## config.mk

```make
export PLATFORM = sky130hd
export DESIGN_NAME = scm_top
export DESIGN_NICKNAME = d
export VERILOG_FILES = /design/src/common/scm_pkg.sv /design/src/common/scm_gen_if.sv /design/src/hdl/scm_clkout_gen.sv /design/src/hdl/scm_top.sv
export SDC_FILE = /design/constraint.sdc
export NUM_CORES = 1
export LEC_CHECK = 0
export BUFFER_PORTS_ARGS = -buffer_cell sky130_fd_sc_hd__buf_2
export CAP_MARGIN = 20
export CORE_AREA = 2 2 137 139
export CTS_CLUSTER_DIAMETER = 30
export DETAILED_ROUTE_END_ITERATION = 6
export DIE_AREA = 0 0 139 141
export RECOVER_POWER = 50
export SYNTH_ARGS = -nofsm -noshare
export SYNTH_HDL_FRONTEND = slang
export SYNTH_SLANG_ARGS = --single-unit
```

## constraint.sdc

```tcl
create_clock -name clk -period 9 [get_ports clk]
set_input_delay 1.8 -clock clk [delete_from_list [all_inputs] [get_ports clk]]
set_output_delay 1.8 -clock clk [all_outputs]
set_load 0.01 [all_outputs]
```

## src/common/scm_pkg.sv

```systemverilog
// Constants and types shared by the serializer clock mode control block.
package scm_pkg;

    // Register offsets on the register access port.
    localparam logic [7:0] SCM_OFS_MODE = 8'h03;
    localparam logic [7:0] SCM_OFS_BC_FMT = 8'h04;
    localparam logic [7:0] SCM_OFS_CLK_CFG = 8'h05;
    localparam logic [7:0] SCM_OFS_CLKOUT_M = 8'h06;
    localparam logic [7:0] SCM_OFS_CLKOUT_N = 8'h07;
    localparam logic [7:0] SCM_OFS_PAR_CFG = 8'h10;
    localparam logic [7:0] SCM_OFS_PAR_DT = 8'h11;

    // Field positions.
    localparam int SCM_MODE_LSB = 0;
    localparam int SCM_MODE_OVR_BIT = 4;
    localparam int SCM_EXT_DIV_LSB = 0;
    localparam int SCM_OSC_SEL_BIT = 3;
    localparam int SCM_PRESC_LSB = 0;
    localparam int SCM_M_LSB = 3;
    localparam int SCM_FMT_BIT = 0;

    // Reset values.
    localparam logic [7:0] SCM_RST_MODE = 8'h00;
    localparam logic [7:0] SCM_RST_BC_FMT = 8'h00;
    localparam logic [7:0] SCM_RST_CLK_CFG = 8'h08;
    localparam logic [7:0] SCM_RST_CLKOUT_M = 8'h08;
    localparam logic [7:0] SCM_RST_CLKOUT_N = 8'h01;
    localparam logic [7:0] SCM_RST_PAR_CFG = 8'h00;
    localparam logic [7:0] SCM_RST_PAR_DT = 8'h00;

    // Operating mode codes held in the mode field.
    typedef enum logic [2:0] {
        SCM_MODE_SYNC = 3'b000,
        SCM_MODE_EXT = 3'b010,
        SCM_MODE_INT = 3'b011,
        SCM_MODE_PAR = 3'b101
    } scm_mode_t;

    // Output clock prescaler codes; code 2'b11 is refused.
    typedef enum logic [1:0] {
        SCM_PRESC_DIV4 = 2'b00,
        SCM_PRESC_DIV8 = 2'b01,
        SCM_PRESC_DIV16 = 2'b10
    } scm_presc_t;

    localparam logic [4:0] SCM_PRESC_VAL4 = 5'h04;
    localparam logic [4:0] SCM_PRESC_VAL8 = 5'h08;
    localparam logic [4:0] SCM_PRESC_VAL16 = 5'h10;

    // Selected reference source.
    typedef enum logic [1:0] {
        SCM_REF_BACKCH = 2'b00,
        SCM_REF_EXT_PIN = 2'b01,
        SCM_REF_OSC_FULL = 2'b10,
        SCM_REF_OSC_HALF = 2'b11
    } scm_ref_t;

    // External clock input divider codes.
    localparam logic [2:0] SCM_EXT_DIV_X80 = 3'b000;
    localparam logic [2:0] SCM_EXT_DIV_X40 = 3'b001;

    // Forward-channel rate and CSI-2 bandwidth multipliers of the reference.
    localparam logic [7:0] SCM_MULT_SYNC = 8'hA0;
    localparam logic [7:0] SCM_BW_SYNC = 8'h80;
    localparam logic [7:0] SCM_MULT_X80 = 8'h50;
    localparam logic [7:0] SCM_BW_X80 = 8'h40;
    localparam logic [7:0] SCM_MULT_X40 = 8'h28;
    localparam logic [7:0] SCM_BW_X40 = 8'h20;
    localparam logic [7:0] SCM_MULT_PAR = 8'h1C;
    localparam logic [7:0] SCM_BW_PAR_TEN = 8'h14;
    localparam logic [7:0] SCM_BW_PAR_TWELVE_HF = 8'h12;

endpackage

```

## src/common/scm_gen_if.sv

```systemverilog
// Interface between the mode controller and the sensor clock generator.
`timescale 1ns/1ps
interface scm_gen_if;
    logic ref_tick;
    logic enable;
    logic [7:0] rate_mult;
    logic [4:0] m;
    logic [7:0] n;
    logic [4:0] presc;
    logic clk_out;

    modport ctrl (
        output ref_tick,
        output enable,
        output rate_mult,
        output m,
        output n,
        output presc,
        input clk_out
    );

    modport gen (
        input ref_tick,
        input enable,
        input rate_mult,
        input m,
        input n,
        input presc,
        output clk_out
    );
endinterface

```

## src/hdl/scm_clkout_gen.sv

```systemverilog
// Fractional M/N phase accumulator that produces the sensor reference clock.
`timescale 1ns/1ps
module scm_clkout_gen
    import scm_pkg::*;
(
    // Clock and reset
    input wire logic clk,
    input wire logic rstn,
    // Controller side
    scm_gen_if.gen g
);

    logic [12:0] acc;
    logic [12:0] next_acc;
    logic out_q;
    logic next_out;

    logic [12:0] inc;
    logic [12:0] modulus;
    logic [13:0] sum;
    logic [13:0] rem;

    // Each reference edge adds rate*M units; one output period is presc*N units.
    assign inc = 13'(g.rate_mult) * 13'(g.m);
    assign modulus = 13'(g.presc) * 13'(g.n);
    assign sum = {1'b0, acc} + {1'b0, inc};
    assign rem = sum - {1'b0, modulus};

    always_comb begin
        next_acc = acc;
        next_out = out_q;
        if (!g.enable || modulus == 13'h0000) begin
            next_acc = 13'h0000;
            next_out = 1'b0;
        end else if (g.ref_tick) begin
            // Output is resampled per reference edge, so ratios above one half alias.
            if (sum >= {1'b0, modulus}) begin
                next_acc = (rem >= {1'b0, modulus}) ? 13'h0000 : rem[12:0];
            end else begin
                next_acc = sum[12:0];
            end
            next_out = (next_acc < (modulus >> 1));
        end
    end

    always_ff @(posedge clk or negedge rstn) begin
        if (!rstn) begin
            acc <= 13'h0000;
            out_q <= 1'b0;
        end else begin
            acc <= next_acc;
            out_q <= next_out;
        end
    end

    assign g.clk_out = out_q;

endmodule

```

## src/hdl/scm_top.sv

```systemverilog
// Clocking mode selection and sensor reference clock control of the serializer.
//
// Notes on behaviour
// - Sync mode: back-channel reference, x160, bandwidth x128.
// - External mode: pin reference, x80 or x40 by divider.
// - Internal mode: oscillator reference, rate bit picks full/half.
// - Sensor clock off in internal oscillator mode.
// - Sensor clock is rate times M over prescaler*N.
// - Prescaler accepts only 16, 8, 4; resets to 4.
// - Parallel mode: x28, bandwidth x20 or x18.
// - Mode field reports mode; read-only while override clear.
// - Mode captured from strap on power-down release.
// - Override bit makes mode field writable by software.
// - Mode codes: sync 0, external 2, internal 3, parallel 5.
`timescale 1ns/1ps
module scm_top
    import scm_pkg::*;
(
    // Clock and reset
    input wire logic clk,
    input wire logic rstn,
    // Device pins
    input wire logic power_down_pin_n,
    input wire logic [2:0] mode_strap,
    input wire logic backchannel_clk,
    input wire logic ref_clock_input_pin,
    input wire logic osc_full_rate,
    input wire logic osc_half_rate,
    // Register access port
    input wire logic [7:0] reg_addr,
    input wire logic [7:0] reg_wdata,
    input wire logic reg_wr,
    input wire logic reg_rd,
    output logic [7:0] reg_rdata,
    // Clocking status
    output logic [2:0] mode_active,
    output logic [1:0] ref_source,
    output logic [7:0] forward_rate_mult,
    output logic [7:0] csi_bw_limit_mult,
    // Sensor reference clock
    output logic sensor_ref_clk,
    output logic sensor_ref_clk_active
);

    ////////////////////////////////////////////////////////////////////////////
    // Pin synchronisers: three stages, a change counts once stages two and
    // three agree.

    localparam int NPIN = 8;
    logic [NPIN-1:0] pin_raw;
    logic [NPIN-1:0] pin_filt;
    logic [NPIN-1:0] pin_prev;

    assign pin_raw = {mode_strap, power_down_pin_n, osc_half_rate, osc_full_rate,
                      ref_clock_input_pin, backchannel_clk};

    genvar gi;
    generate
        for (gi = 0; gi < NPIN; gi++) begin : g_pin
            logic s1, s2, s3, filt, prev;
            logic next_filt;
            always_comb begin
                next_filt = (s2 == s3) ? s3 : filt;
            end
            always_ff @(posedge clk or negedge rstn) begin
                if (!rstn) begin
                    s1 <= 1'b0;
                    s2 <= 1'b0;
                    s3 <= 1'b0;
                    filt <= 1'b0;
                    prev <= 1'b0;
                end else begin
                    s1 <= pin_raw[gi];
                    s2 <= s1;
                    s3 <= s2;
                    filt <= next_filt;
                    prev <= filt;
                end
            end
            assign pin_filt[gi] = filt;
            assign pin_prev[gi] = prev;
        end
    endgenerate

    logic [3:0] ref_rise;
    logic pd_release;
    logic [2:0] strap_mode;

    assign ref_rise = pin_filt[3:0] & ~pin_prev[3:0];
    assign pd_release = pin_filt[4] & ~pin_prev[4];
    assign strap_mode = pin_filt[7:5];

    ////////////////////////////////////////////////////////////////////////////
    // Register file.

    logic [7:0] mode_ctrl, bc_fmt, clk_cfg, clkout_m, clkout_n, par_cfg, par_dt;
    logic [7:0] next_mode_ctrl, next_bc_fmt, next_clk_cfg, next_clkout_m;
    logic [7:0] next_clkout_n, next_par_cfg, next_par_dt, next_rdata;
    logic [7:0] rdata_q;

    always_comb begin
        next_mode_ctrl = mode_ctrl;
        next_bc_fmt = bc_fmt;
        next_clk_cfg = clk_cfg;
        next_clkout_m = clkout_m;
        next_clkout_n = clkout_n;
        next_par_cfg = par_cfg;
        next_par_dt = par_dt;
        next_rdata = 8'h00;
        if (reg_wr) begin
            unique case (reg_addr)
                SCM_OFS_MODE: begin
                    next_mode_ctrl[SCM_MODE_OVR_BIT] = reg_wdata[SCM_MODE_OVR_BIT];
                    // The mode field is taken only when the override bit is 1.
                    if (reg_wdata[SCM_MODE_OVR_BIT]) begin
                        next_mode_ctrl[SCM_MODE_LSB +: 3] = reg_wdata[SCM_MODE_LSB +: 3];
                    end
                end
                SCM_OFS_BC_FMT: next_bc_fmt = reg_wdata;
                SCM_OFS_CLK_CFG: next_clk_cfg = reg_wdata;
                SCM_OFS_CLKOUT_M: begin
                    next_clkout_m[7:2] = reg_wdata[7:2];
                    // A write with the unused prescaler code keeps the old value.
                    if (reg_wdata[SCM_PRESC_LSB +: 2] != 2'b11) begin
                        next_clkout_m[SCM_PRESC_LSB +: 2] = reg_wdata[SCM_PRESC_LSB +: 2];
                    end
                end
                SCM_OFS_CLKOUT_N: next_clkout_n = reg_wdata;
                SCM_OFS_PAR_CFG: next_par_cfg = reg_wdata;
                SCM_OFS_PAR_DT: next_par_dt = reg_wdata;
                default: begin
                end
            endcase
        end
        // The power-down release recaptures the strap and wins over a write.
        if (pd_release) begin
            next_mode_ctrl[SCM_MODE_LSB +: 3] = strap_mode;
        end
        if (reg_rd) begin
            unique case (reg_addr)
                SCM_OFS_MODE: next_rdata = {3'h0, mode_ctrl[4], 1'b0, mode_ctrl[2:0]};
                SCM_OFS_BC_FMT: next_rdata = bc_fmt;
                SCM_OFS_CLK_CFG: next_rdata = clk_cfg;
                SCM_OFS_CLKOUT_M: next_rdata = clkout_m;
                SCM_OFS_CLKOUT_N: next_rdata = clkout_n;
                SCM_OFS_PAR_CFG: next_rdata = par_cfg;
                SCM_OFS_PAR_DT: next_rdata = par_dt;
                default: next_rdata = 8'h00;
            endcase
        end
    end

    always_ff @(posedge clk or negedge rstn) begin
        if (!rstn) begin
            mode_ctrl <= SCM_RST_MODE;
            bc_fmt <= SCM_RST_BC_FMT;
            clk_cfg <= SCM_RST_CLK_CFG;
            clkout_m <= SCM_RST_CLKOUT_M;
            clkout_n <= SCM_RST_CLKOUT_N;
            par_cfg <= SCM_RST_PAR_CFG;
            par_dt <= SCM_RST_PAR_DT;
            rdata_q <= 8'h00;
        end else begin
            mode_ctrl <= next_mode_ctrl;
            bc_fmt <= next_bc_fmt;
            clk_cfg <= next_clk_cfg;
            clkout_m <= next_clkout_m;
            clkout_n <= next_clkout_n;
            par_cfg <= next_par_cfg;
            par_dt <= next_par_dt;
            rdata_q <= next_rdata;
        end
    end

    assign reg_rdata = rdata_q;

    ////////////////////////////////////////////////////////////////////////////
    // Mode decode: reference source, rate and bandwidth multipliers.

    logic [1:0] sel_ref, next_ref;
    logic [7:0] rate_q, bw_q, next_rate, next_bw;
    logic active_q, next_active;
    logic [2:0] mode_q;
    logic [2:0] ext_div;

    assign ext_div = clk_cfg[SCM_EXT_DIV_LSB +: 3];

    always_comb begin
        next_ref = SCM_REF_BACKCH;
        next_rate = 8'h00;
        next_bw = 8'h00;
        next_active = 1'b0;
        unique case (mode_ctrl[SCM_MODE_LSB +: 3])
            SCM_MODE_SYNC: begin
                next_ref = SCM_REF_BACKCH;
                next_rate = SCM_MULT_SYNC;
                next_bw = SCM_BW_SYNC;
                next_active = 1'b1;
            end
            SCM_MODE_EXT: begin
                next_ref = SCM_REF_EXT_PIN;
                // Divider codes other than b001 run as b000.
                next_rate = (ext_div == SCM_EXT_DIV_X40) ? SCM_MULT_X40 : SCM_MULT_X80;
                next_bw = (ext_div == SCM_EXT_DIV_X40) ? SCM_BW_X40 : SCM_BW_X80;
                next_active = 1'b1;
            end
            SCM_MODE_INT: begin
                next_ref = clk_cfg[SCM_OSC_SEL_BIT] ? SCM_REF_OSC_FULL : SCM_REF_OSC_HALF;
                next_rate = SCM_MULT_X80;
                next_bw = SCM_BW_X80;
                next_active = 1'b0;
            end
            SCM_MODE_PAR: begin
                next_ref = SCM_REF_EXT_PIN;
                next_rate = SCM_MULT_PAR;
                next_bw = bc_fmt[SCM_FMT_BIT] ? SCM_BW_PAR_TWELVE_HF : SCM_BW_PAR_TEN;
                next_active = 1'b1;
            end
            default: begin
                // Unused codes select the back-channel, zero both multipliers and stop the sensor clock.
                next_active = 1'b0;
            end
        endcase
    end

    always_ff @(posedge clk or negedge rstn) begin
        if (!rstn) begin
            sel_ref <= SCM_REF_BACKCH;
            rate_q <= 8'h00;
            bw_q <= 8'h00;
            active_q <= 1'b0;
            mode_q <= 3'h0;
        end else begin
            sel_ref <= next_ref;
            rate_q <= next_rate;
            bw_q <= next_bw;
            active_q <= next_active;
            mode_q <= mode_ctrl[SCM_MODE_LSB +: 3];
        end
    end

    assign mode_active = mode_q;
    assign ref_source = sel_ref;
    assign forward_rate_mult = rate_q;
    assign csi_bw_limit_mult = bw_q;
    assign sensor_ref_clk_active = active_q;

    ////////////////////////////////////////////////////////////////////////////
    // Sensor reference clock generator.

    logic [4:0] presc_val;

    always_comb begin
        unique case (clkout_m[SCM_PRESC_LSB +: 2])
            SCM_PRESC_DIV8: presc_val = SCM_PRESC_VAL8;
            SCM_PRESC_DIV16: presc_val = SCM_PRESC_VAL16;
            default: presc_val = SCM_PRESC_VAL4;
        endcase
    end

    scm_gen_if gen_if ();

    assign gen_if.ref_tick = ref_rise[sel_ref];
    assign gen_if.enable = active_q;
    assign gen_if.rate_mult = rate_q;
    assign gen_if.m = clkout_m[SCM_M_LSB +: 5];
    assign gen_if.n = clkout_n;
    assign gen_if.presc = presc_val;

    scm_clkout_gen u_clkout (
        .clk (clk),
        .rstn (rstn),
        .g (gen_if.gen)
    );

    assign sensor_ref_clk = gen_if.clk_out;

endmodule

```

======== Word-level counts from Yosys, hierarchy flattened ========
Cells that the tools add are included.
word-level totals
  memories ................................ 0
  latch bits .............................. 0
  output and inout bits ................... 31
  RAM bits ................................ 0
  memory bits (read-only) ................. 0
  input bits .............................. 28
  flip-flop bits (word level) ............. 133
  logic and storage cells ................. 132
operators by class
  muxes and demuxes ....................... 25
  bitwise gates (word level) .............. 4
  multipliers ............................. 2
  $lt $le $gt $ge ......................... 4
  add/subtract/negate cells ............... 2
  reduce and logical (&&, ||, !) cells .... 19
  eq/ne operators ......................... 22
  divide/modulo/power cells ............... 0
  shift operators ......................... 0
operators with widths
  operator              number
  $mux W13              6
  $pmux W8 S4           2
  $pmux W8 S7           1
  $eq A8 B3 Y1 const B  4
  $ge A14 B13 Y1        2
  $eq A8 B5 Y1 const B  2
  $mux W3               5
  $add A13 B13 Y14      1
  $mux W7               2
  $reduce_and A2 Y1     7
  $sub A14 B13 Y14      1
  $logic_not A13 Y1     1
  $lt A13 B12 Y1        1
  $mul A5 B8 Y13        1
  $mul A8 B5 Y13        1
  $pmux W5 S2           1
  $eq A1 B1 Y1          8
  $eq A8 B2 Y1 const B  1
  $mux W8               1
  $reduce_bool A2 Y1    4
  $eq A3 B2 Y1 const B  2
  $reduce_and A3 Y1     2
  $mux W1               5
  $and A4 B4 Y4         1
  16 further kinds      16

======== Longest topological paths before layout ========
  depth in word-level cells ............... 12
  depth in mapped cells ................... 36
  depth with buffers taken out ............ 35

======== Hierarchy ========
A second synthesis with hierarchy kept.
second synthesis, totals
  cell total of the unflattened synthesis .. 863
  area, all modules ....................... 9,178.8 um^2
by module, submodules not included
  module          times used  cells an instance  area each (um^2)  sequential area each (um^2)
  scm_clkout_gen  1           547                4,737.0           350.3
  scm_top         1           316                4,441.8           2,806.4

======== Least setup slack after synthesis ========
No wires, ideal clock.
  path kind ............................... register to register
  start point ............................. register clkout_m[3]
  end point ............................... register u_clkout.out_q, in the netlist u_clkout.g.clk_out
  clock period less this slack ............ 6,710 ps
  data arrival time ....................... 6,643 ps
  stages on the path, launching flop included .. 33
  required time ........................... 8,933 ps
  library setup time ...................... 67 ps
  setup slack ............................. 2,290 ps
  path buffers ............................ 1
  path through ............................ dfstp_2 > nand2_1 > fa_1 > fa_1 > fa_1 > inv_1 > ha_1 > a21oi_1 > xor2_1 > inv_1 > ha_1 > nand4_1 > o21bai_1 > nand3b_1 > a21oi_1 > xor2_1 > inv_1 > ha_1 > a21oi_1 > nor2b_1 > o21ai_0 > o211ai_1 > a21oi_2 > clkbuf_1 > nand3b_1 > a22oi_1 > ha_1 > a21o_1 > a21oi_1 > o21ai_0 > a21oi_1 > o211a_1 > a32o_1
between the ends
  word-level cells in the longest chain between the ends .. 11
  elaborated cells on any way between the ends .. 12
  classes of those cells .................. add/sub: 2; mul: 1; order compare: 3; mux: 6
RTL lines
  element                 line                  source
  start, declared         scm_top.sv:96         logic [7:0] mode_ctrl, bc_fmt, clk_cfg, clkout_m, clkout_n, par_cfg, par_dt;
  start signal, assigned  scm_top.sv:167        clkout_m <= next_clkout_m;
  $mul A8 B5 Y13 *        scm_clkout_gen.sv:24  assign inc = 13'(g.rate_mult) * 13'(g.m);
  $add A13 B13 Y14 *      scm_clkout_gen.sv:26  assign sum = {1'b0, acc} + {1'b0, inc};
  $sub A14 B13 Y14        scm_clkout_gen.sv:27  assign rem = sum - {1'b0, modulus};
  $ge A14 B13 Y1          scm_clkout_gen.sv:38  next_acc = (rem >= {1'b0, modulus}) ? 13'h0000 : rem[12:0];
  $mux W13                scm_clkout_gen.sv:38
  $mux W13 *              scm_clkout_gen.sv:37  if (sum >= {1'b0, modulus}) begin
  $mux W13 *              scm_clkout_gen.sv:35  end else if (g.ref_tick) begin
  $mux W13 *              scm_clkout_gen.sv:32  if (!g.enable || modulus == 13'h0000) begin
  $lt A13 B12 Y1 *        scm_clkout_gen.sv:42  next_out = (next_acc < (modulus >> 1));
  $mux W1 *               scm_clkout_gen.sv:35
  $mux W1 *               scm_clkout_gen.sv:32
  end signal, assigned    scm_clkout_gen.sv:52  out_q <= next_out;
  end, declared           scm_clkout_gen.sv:15  logic out_q;
Mark *: on every way between the ends. The rest lies on a longest branch, timed or not. The select of a mux whose other input is x is not followed.
A chain may end at the register's enable or synchronous reset.

======== Worst setup path after layout ========
Ends and elaborated chain as after synthesis.

==> results.toml <==
[power]
vdd_ir_drop_max_uv = 176
seqPwrFrac_pct = 31.6
swShare_pct = 37.9
power.density_nw_per_um2 = 230
pwr-share-comb_pct = 36.6
clockPowerShare_pct = 31.8
p_leak_uw = 0.00439
p_switching_uw = 791
p_int_uw = 1290

[cts]
cts_buffers = 17
cts_root_buf = "clkbuf_16"
clk_latency_ns = 0.42
h-tree-depth = 4
ctsLongestPathBuffers = 2
clkSlewWorstSetupHoldPaths_ns = 0.07
clkSinkCount = 126
cts_resized = 0
postCtsSetupBuffers = 0
ctsHoldBuffers = 0
cts_tree = "built"

[drt]
drc = 0
drt_iter0_markers = 272
vias_per_cell = 5.51
routedWlPerCell_um = 18.0
vias = 5806
routed_wl_um = 19000
antenna_left = 0
dr.pass1.iters = 5

[floorplan]
die_w_um = 139
coreArea_um2 = 18300
row_count = 50
start_util_pct = 43.9
dieArea_um2 = 19600
pin_count = 59
die_y_um = 141

[final_layout]
num-fill-cells = 1726
final_cell_mix = "dfrtp_1 (123), ha_1 (76), inv_1 (64)"
top_register = "u_clkout.acc"
antenna_cells = 0
final_common_cell = "dfrtp_1"
finalNetCount = 939
largest_reg_flops = 13
drive_above_1_share_pct = 16.0
areaGrowthSynthToFinish_pct = 12.9

[sta]
skew_ns = 0.0248
setup_ws_ns = 0.872
finalSetupViolations = 0
final_hold_viol_count = 0
min_period_over_period_pct = 90.3
worstMarginPinSlew_ns = 3.81
rsz0062_at_grt = "false"
setup_tns_ns = 0
slew_headroom_pct = -154
drv_slew = 129
max_freq_mhz = 123
min_period_ns = 8.13

[worst_setup_path]
worst_ep_required_time_ns = 9.33
crit_type = "reg -> reg"
endpoint = "u_clkout.g.clk_out"
critPathSlowestCell = "a21oi_2"
reg2reg_from = "clkout_m[3]"
endpoint_kind = "register"
start_kind = "register"
cp-startpoint = "clkout_m[3]"
worst_r2r_path_depth = 32
arrival_ns = 8.46
r2r_end = "u_clkout.g.clk_out"
cp_common_cell = "a21oi_1"
path_max_fanout = 19
r2r_slack_ns = 0.87
critPathMaxStageDelay_ns = 0.62

[grt]
grt_usage_pct = 20.1
first_global_vias = 5954
grt_antenna_before_repair = 0
overflow = 0
grt_pass1_wl_um = 31100
grt_max_degree = 73

[job]
cap_violations = 2

[yosys]
synthDominantCellAreaShare_pct = 38.4
yosys_warnings = 0
synth-seq-area-share_pct = 39.4
async_reset_ff_share_pct = 100
ys_types = 75
synth-seq-cells = 126
synthCells = 743
synth_area_leaders = "dfrtp_1 (38%), ha_1 (12%), fa_1 (7.2%)"
mappedNetlistArea_um2 = 8020
yosysTopAreaCell = "dfrtp_1"
synthFlopType = "dfrtp_1"
syn_avg_cell_area_um2 = 10.8
synth-edff-count = 0

[placement]
port_buffers = 54
hpwl_um = 14500
pre_cts_ws_ns = 1.02
routabilityCongestion = 0.864

[status]
status = "complete, but fails checks"
violations = "capacitance limit, slew limit"

[hold_path]
holdCritPathClass = "reg -> reg"
==> cell usage after synthesis (all sizes together), types with 2 or more instances <==
library cell  count
dfrtp           123
nor3             10
a22oi             2
a31oi             5
nand2            64
nor2             45
nand4             4
mux4              3
o21ai            25
ha               76
mux2i            17
maj3              8
or2               3
a21oi            33
fa               29
xnor2             7
o32ai             2
dfstp             3
o21bai            2
mux2             47
nand3             6
or3b              2
nor4              2
and2             35
nand4b            2
clkbuf            4
xor2              8
a221oi            3
a211oi           10
o22ai             8
nand2b            9
inv              64
nor2b             8
a311oi            2
o211ai            5
a21o              8
o21a              7
o221ai            4
a32oi             7
buf              14
nand3b            9
==> power groups by stage <==
| stage | Clock (µW) | Sequential (µW) | Combinational, µW |
|---|---|---|---|
| 3_3_place_gp | 0 | 665 | 740 |
| 4_1_cts | 677 | 659 | 761 |
| 2_1_floorplan | 0 | 656 | 563 |
| 5_1_grt | 707 | 666 | 859 |
| 6_report | 663 | 659 | 763 |
| 3_5_place_dp | 0 | 668 | 755 |
==> layout make-up <==
type | instances | area [µm²] | area share, %
multi-input cells | 538 | 4520 | 49.9
clock inverters | 14 | 148 | 1.63
clock buffers | 18 | 429 | 4.74
flip-flops and latches | 126 | 3160 | 34.9
repair buffers | 59 | 267 | 2.94
well taps | 234 | 293 | 3.23
inverters | 64 | 240 | 2.65
==> cell families (layout without fill, tap and decap cells) <==
kind of cell | after synthesis | count (layout) | synth area share (%)
buffers and inverters | 82 | 155 | 4.41
muxes | 67 | 67 | 9.56
other | 1 | 4 | 0.0467
AOI/OAI and AO/OA | 134 | 134 | 11.4
and+or+nand+nor | 205 | 205 | 13.5
DFF | 126 | 126 | 39.4
adders and majority gates | 113 | 113 | 20.1
xor gates and xnor gates | 15 | 15 | 1.64
==> routing by layer <==
layer | wire [µm] | vias up | share of wire, % | GRT usage (%)
met3 | 545 | 31 | 2.9 | 2.96
met5 | 0 | - | 0 | 0
met4 | 436 | 0 | 2.3 | 7.87
met1 | 8810 | 2920 | 46 | 26.8
met2 | 9210 | 118 | 48 | 33.3
li1 | - | 2737 | - | -
==> worst max-delay path, delay by kind of cell, from the launching register on <==
family                     cells  cell delay (ns)
and+or+nand+nor                6             0.87
buffers and inverters          3             0.23
DFF                            1             0.59
xor gates and xnor gates       2             0.73
adders and majority gates      7             2.75
AOI/OAI and AO/OA             14             2.88
==> stage by stage <==
step / std cells / power, µW / instance area, µm² / util, % / hold WS [ns]
global route: 1053 / 2230 / 9050 / 49.6 / 0.350
floorplan: 746 / 1220 / 8030 / - / 0.331
CTS: 1053 / 2100 / 9100 / 49.8 / 0.350
global placement: 1020 / 1410 / 8510 / 46.6 / 0.332
detailed placement: 1021 / 1420 / 8520 / 46.6 / 0.337
finish: 1053 / 2090 / 9050 / 49.6 / 0.348
==> worst min path at each step <==
stage	to	slack, ns	cells after the start	start
after CTS	g_pin[2].s2	0.35	0	g_pin[2].s1
after global placement	g_pin[5].s2	0.33	0	g_pin[5].s1
final	g_pin[2].s2	0.35	0	g_pin[2].s1
after global routing	g_pin[2].s2	0.35	0	g_pin[2].s1
after floorplan	g_pin[0].s2	0.33	0	g_pin[0].s1
after detailed placement	g_pin[3].s2	0.34	0	g_pin[3].s1
(Power assumes the default switching activity.)
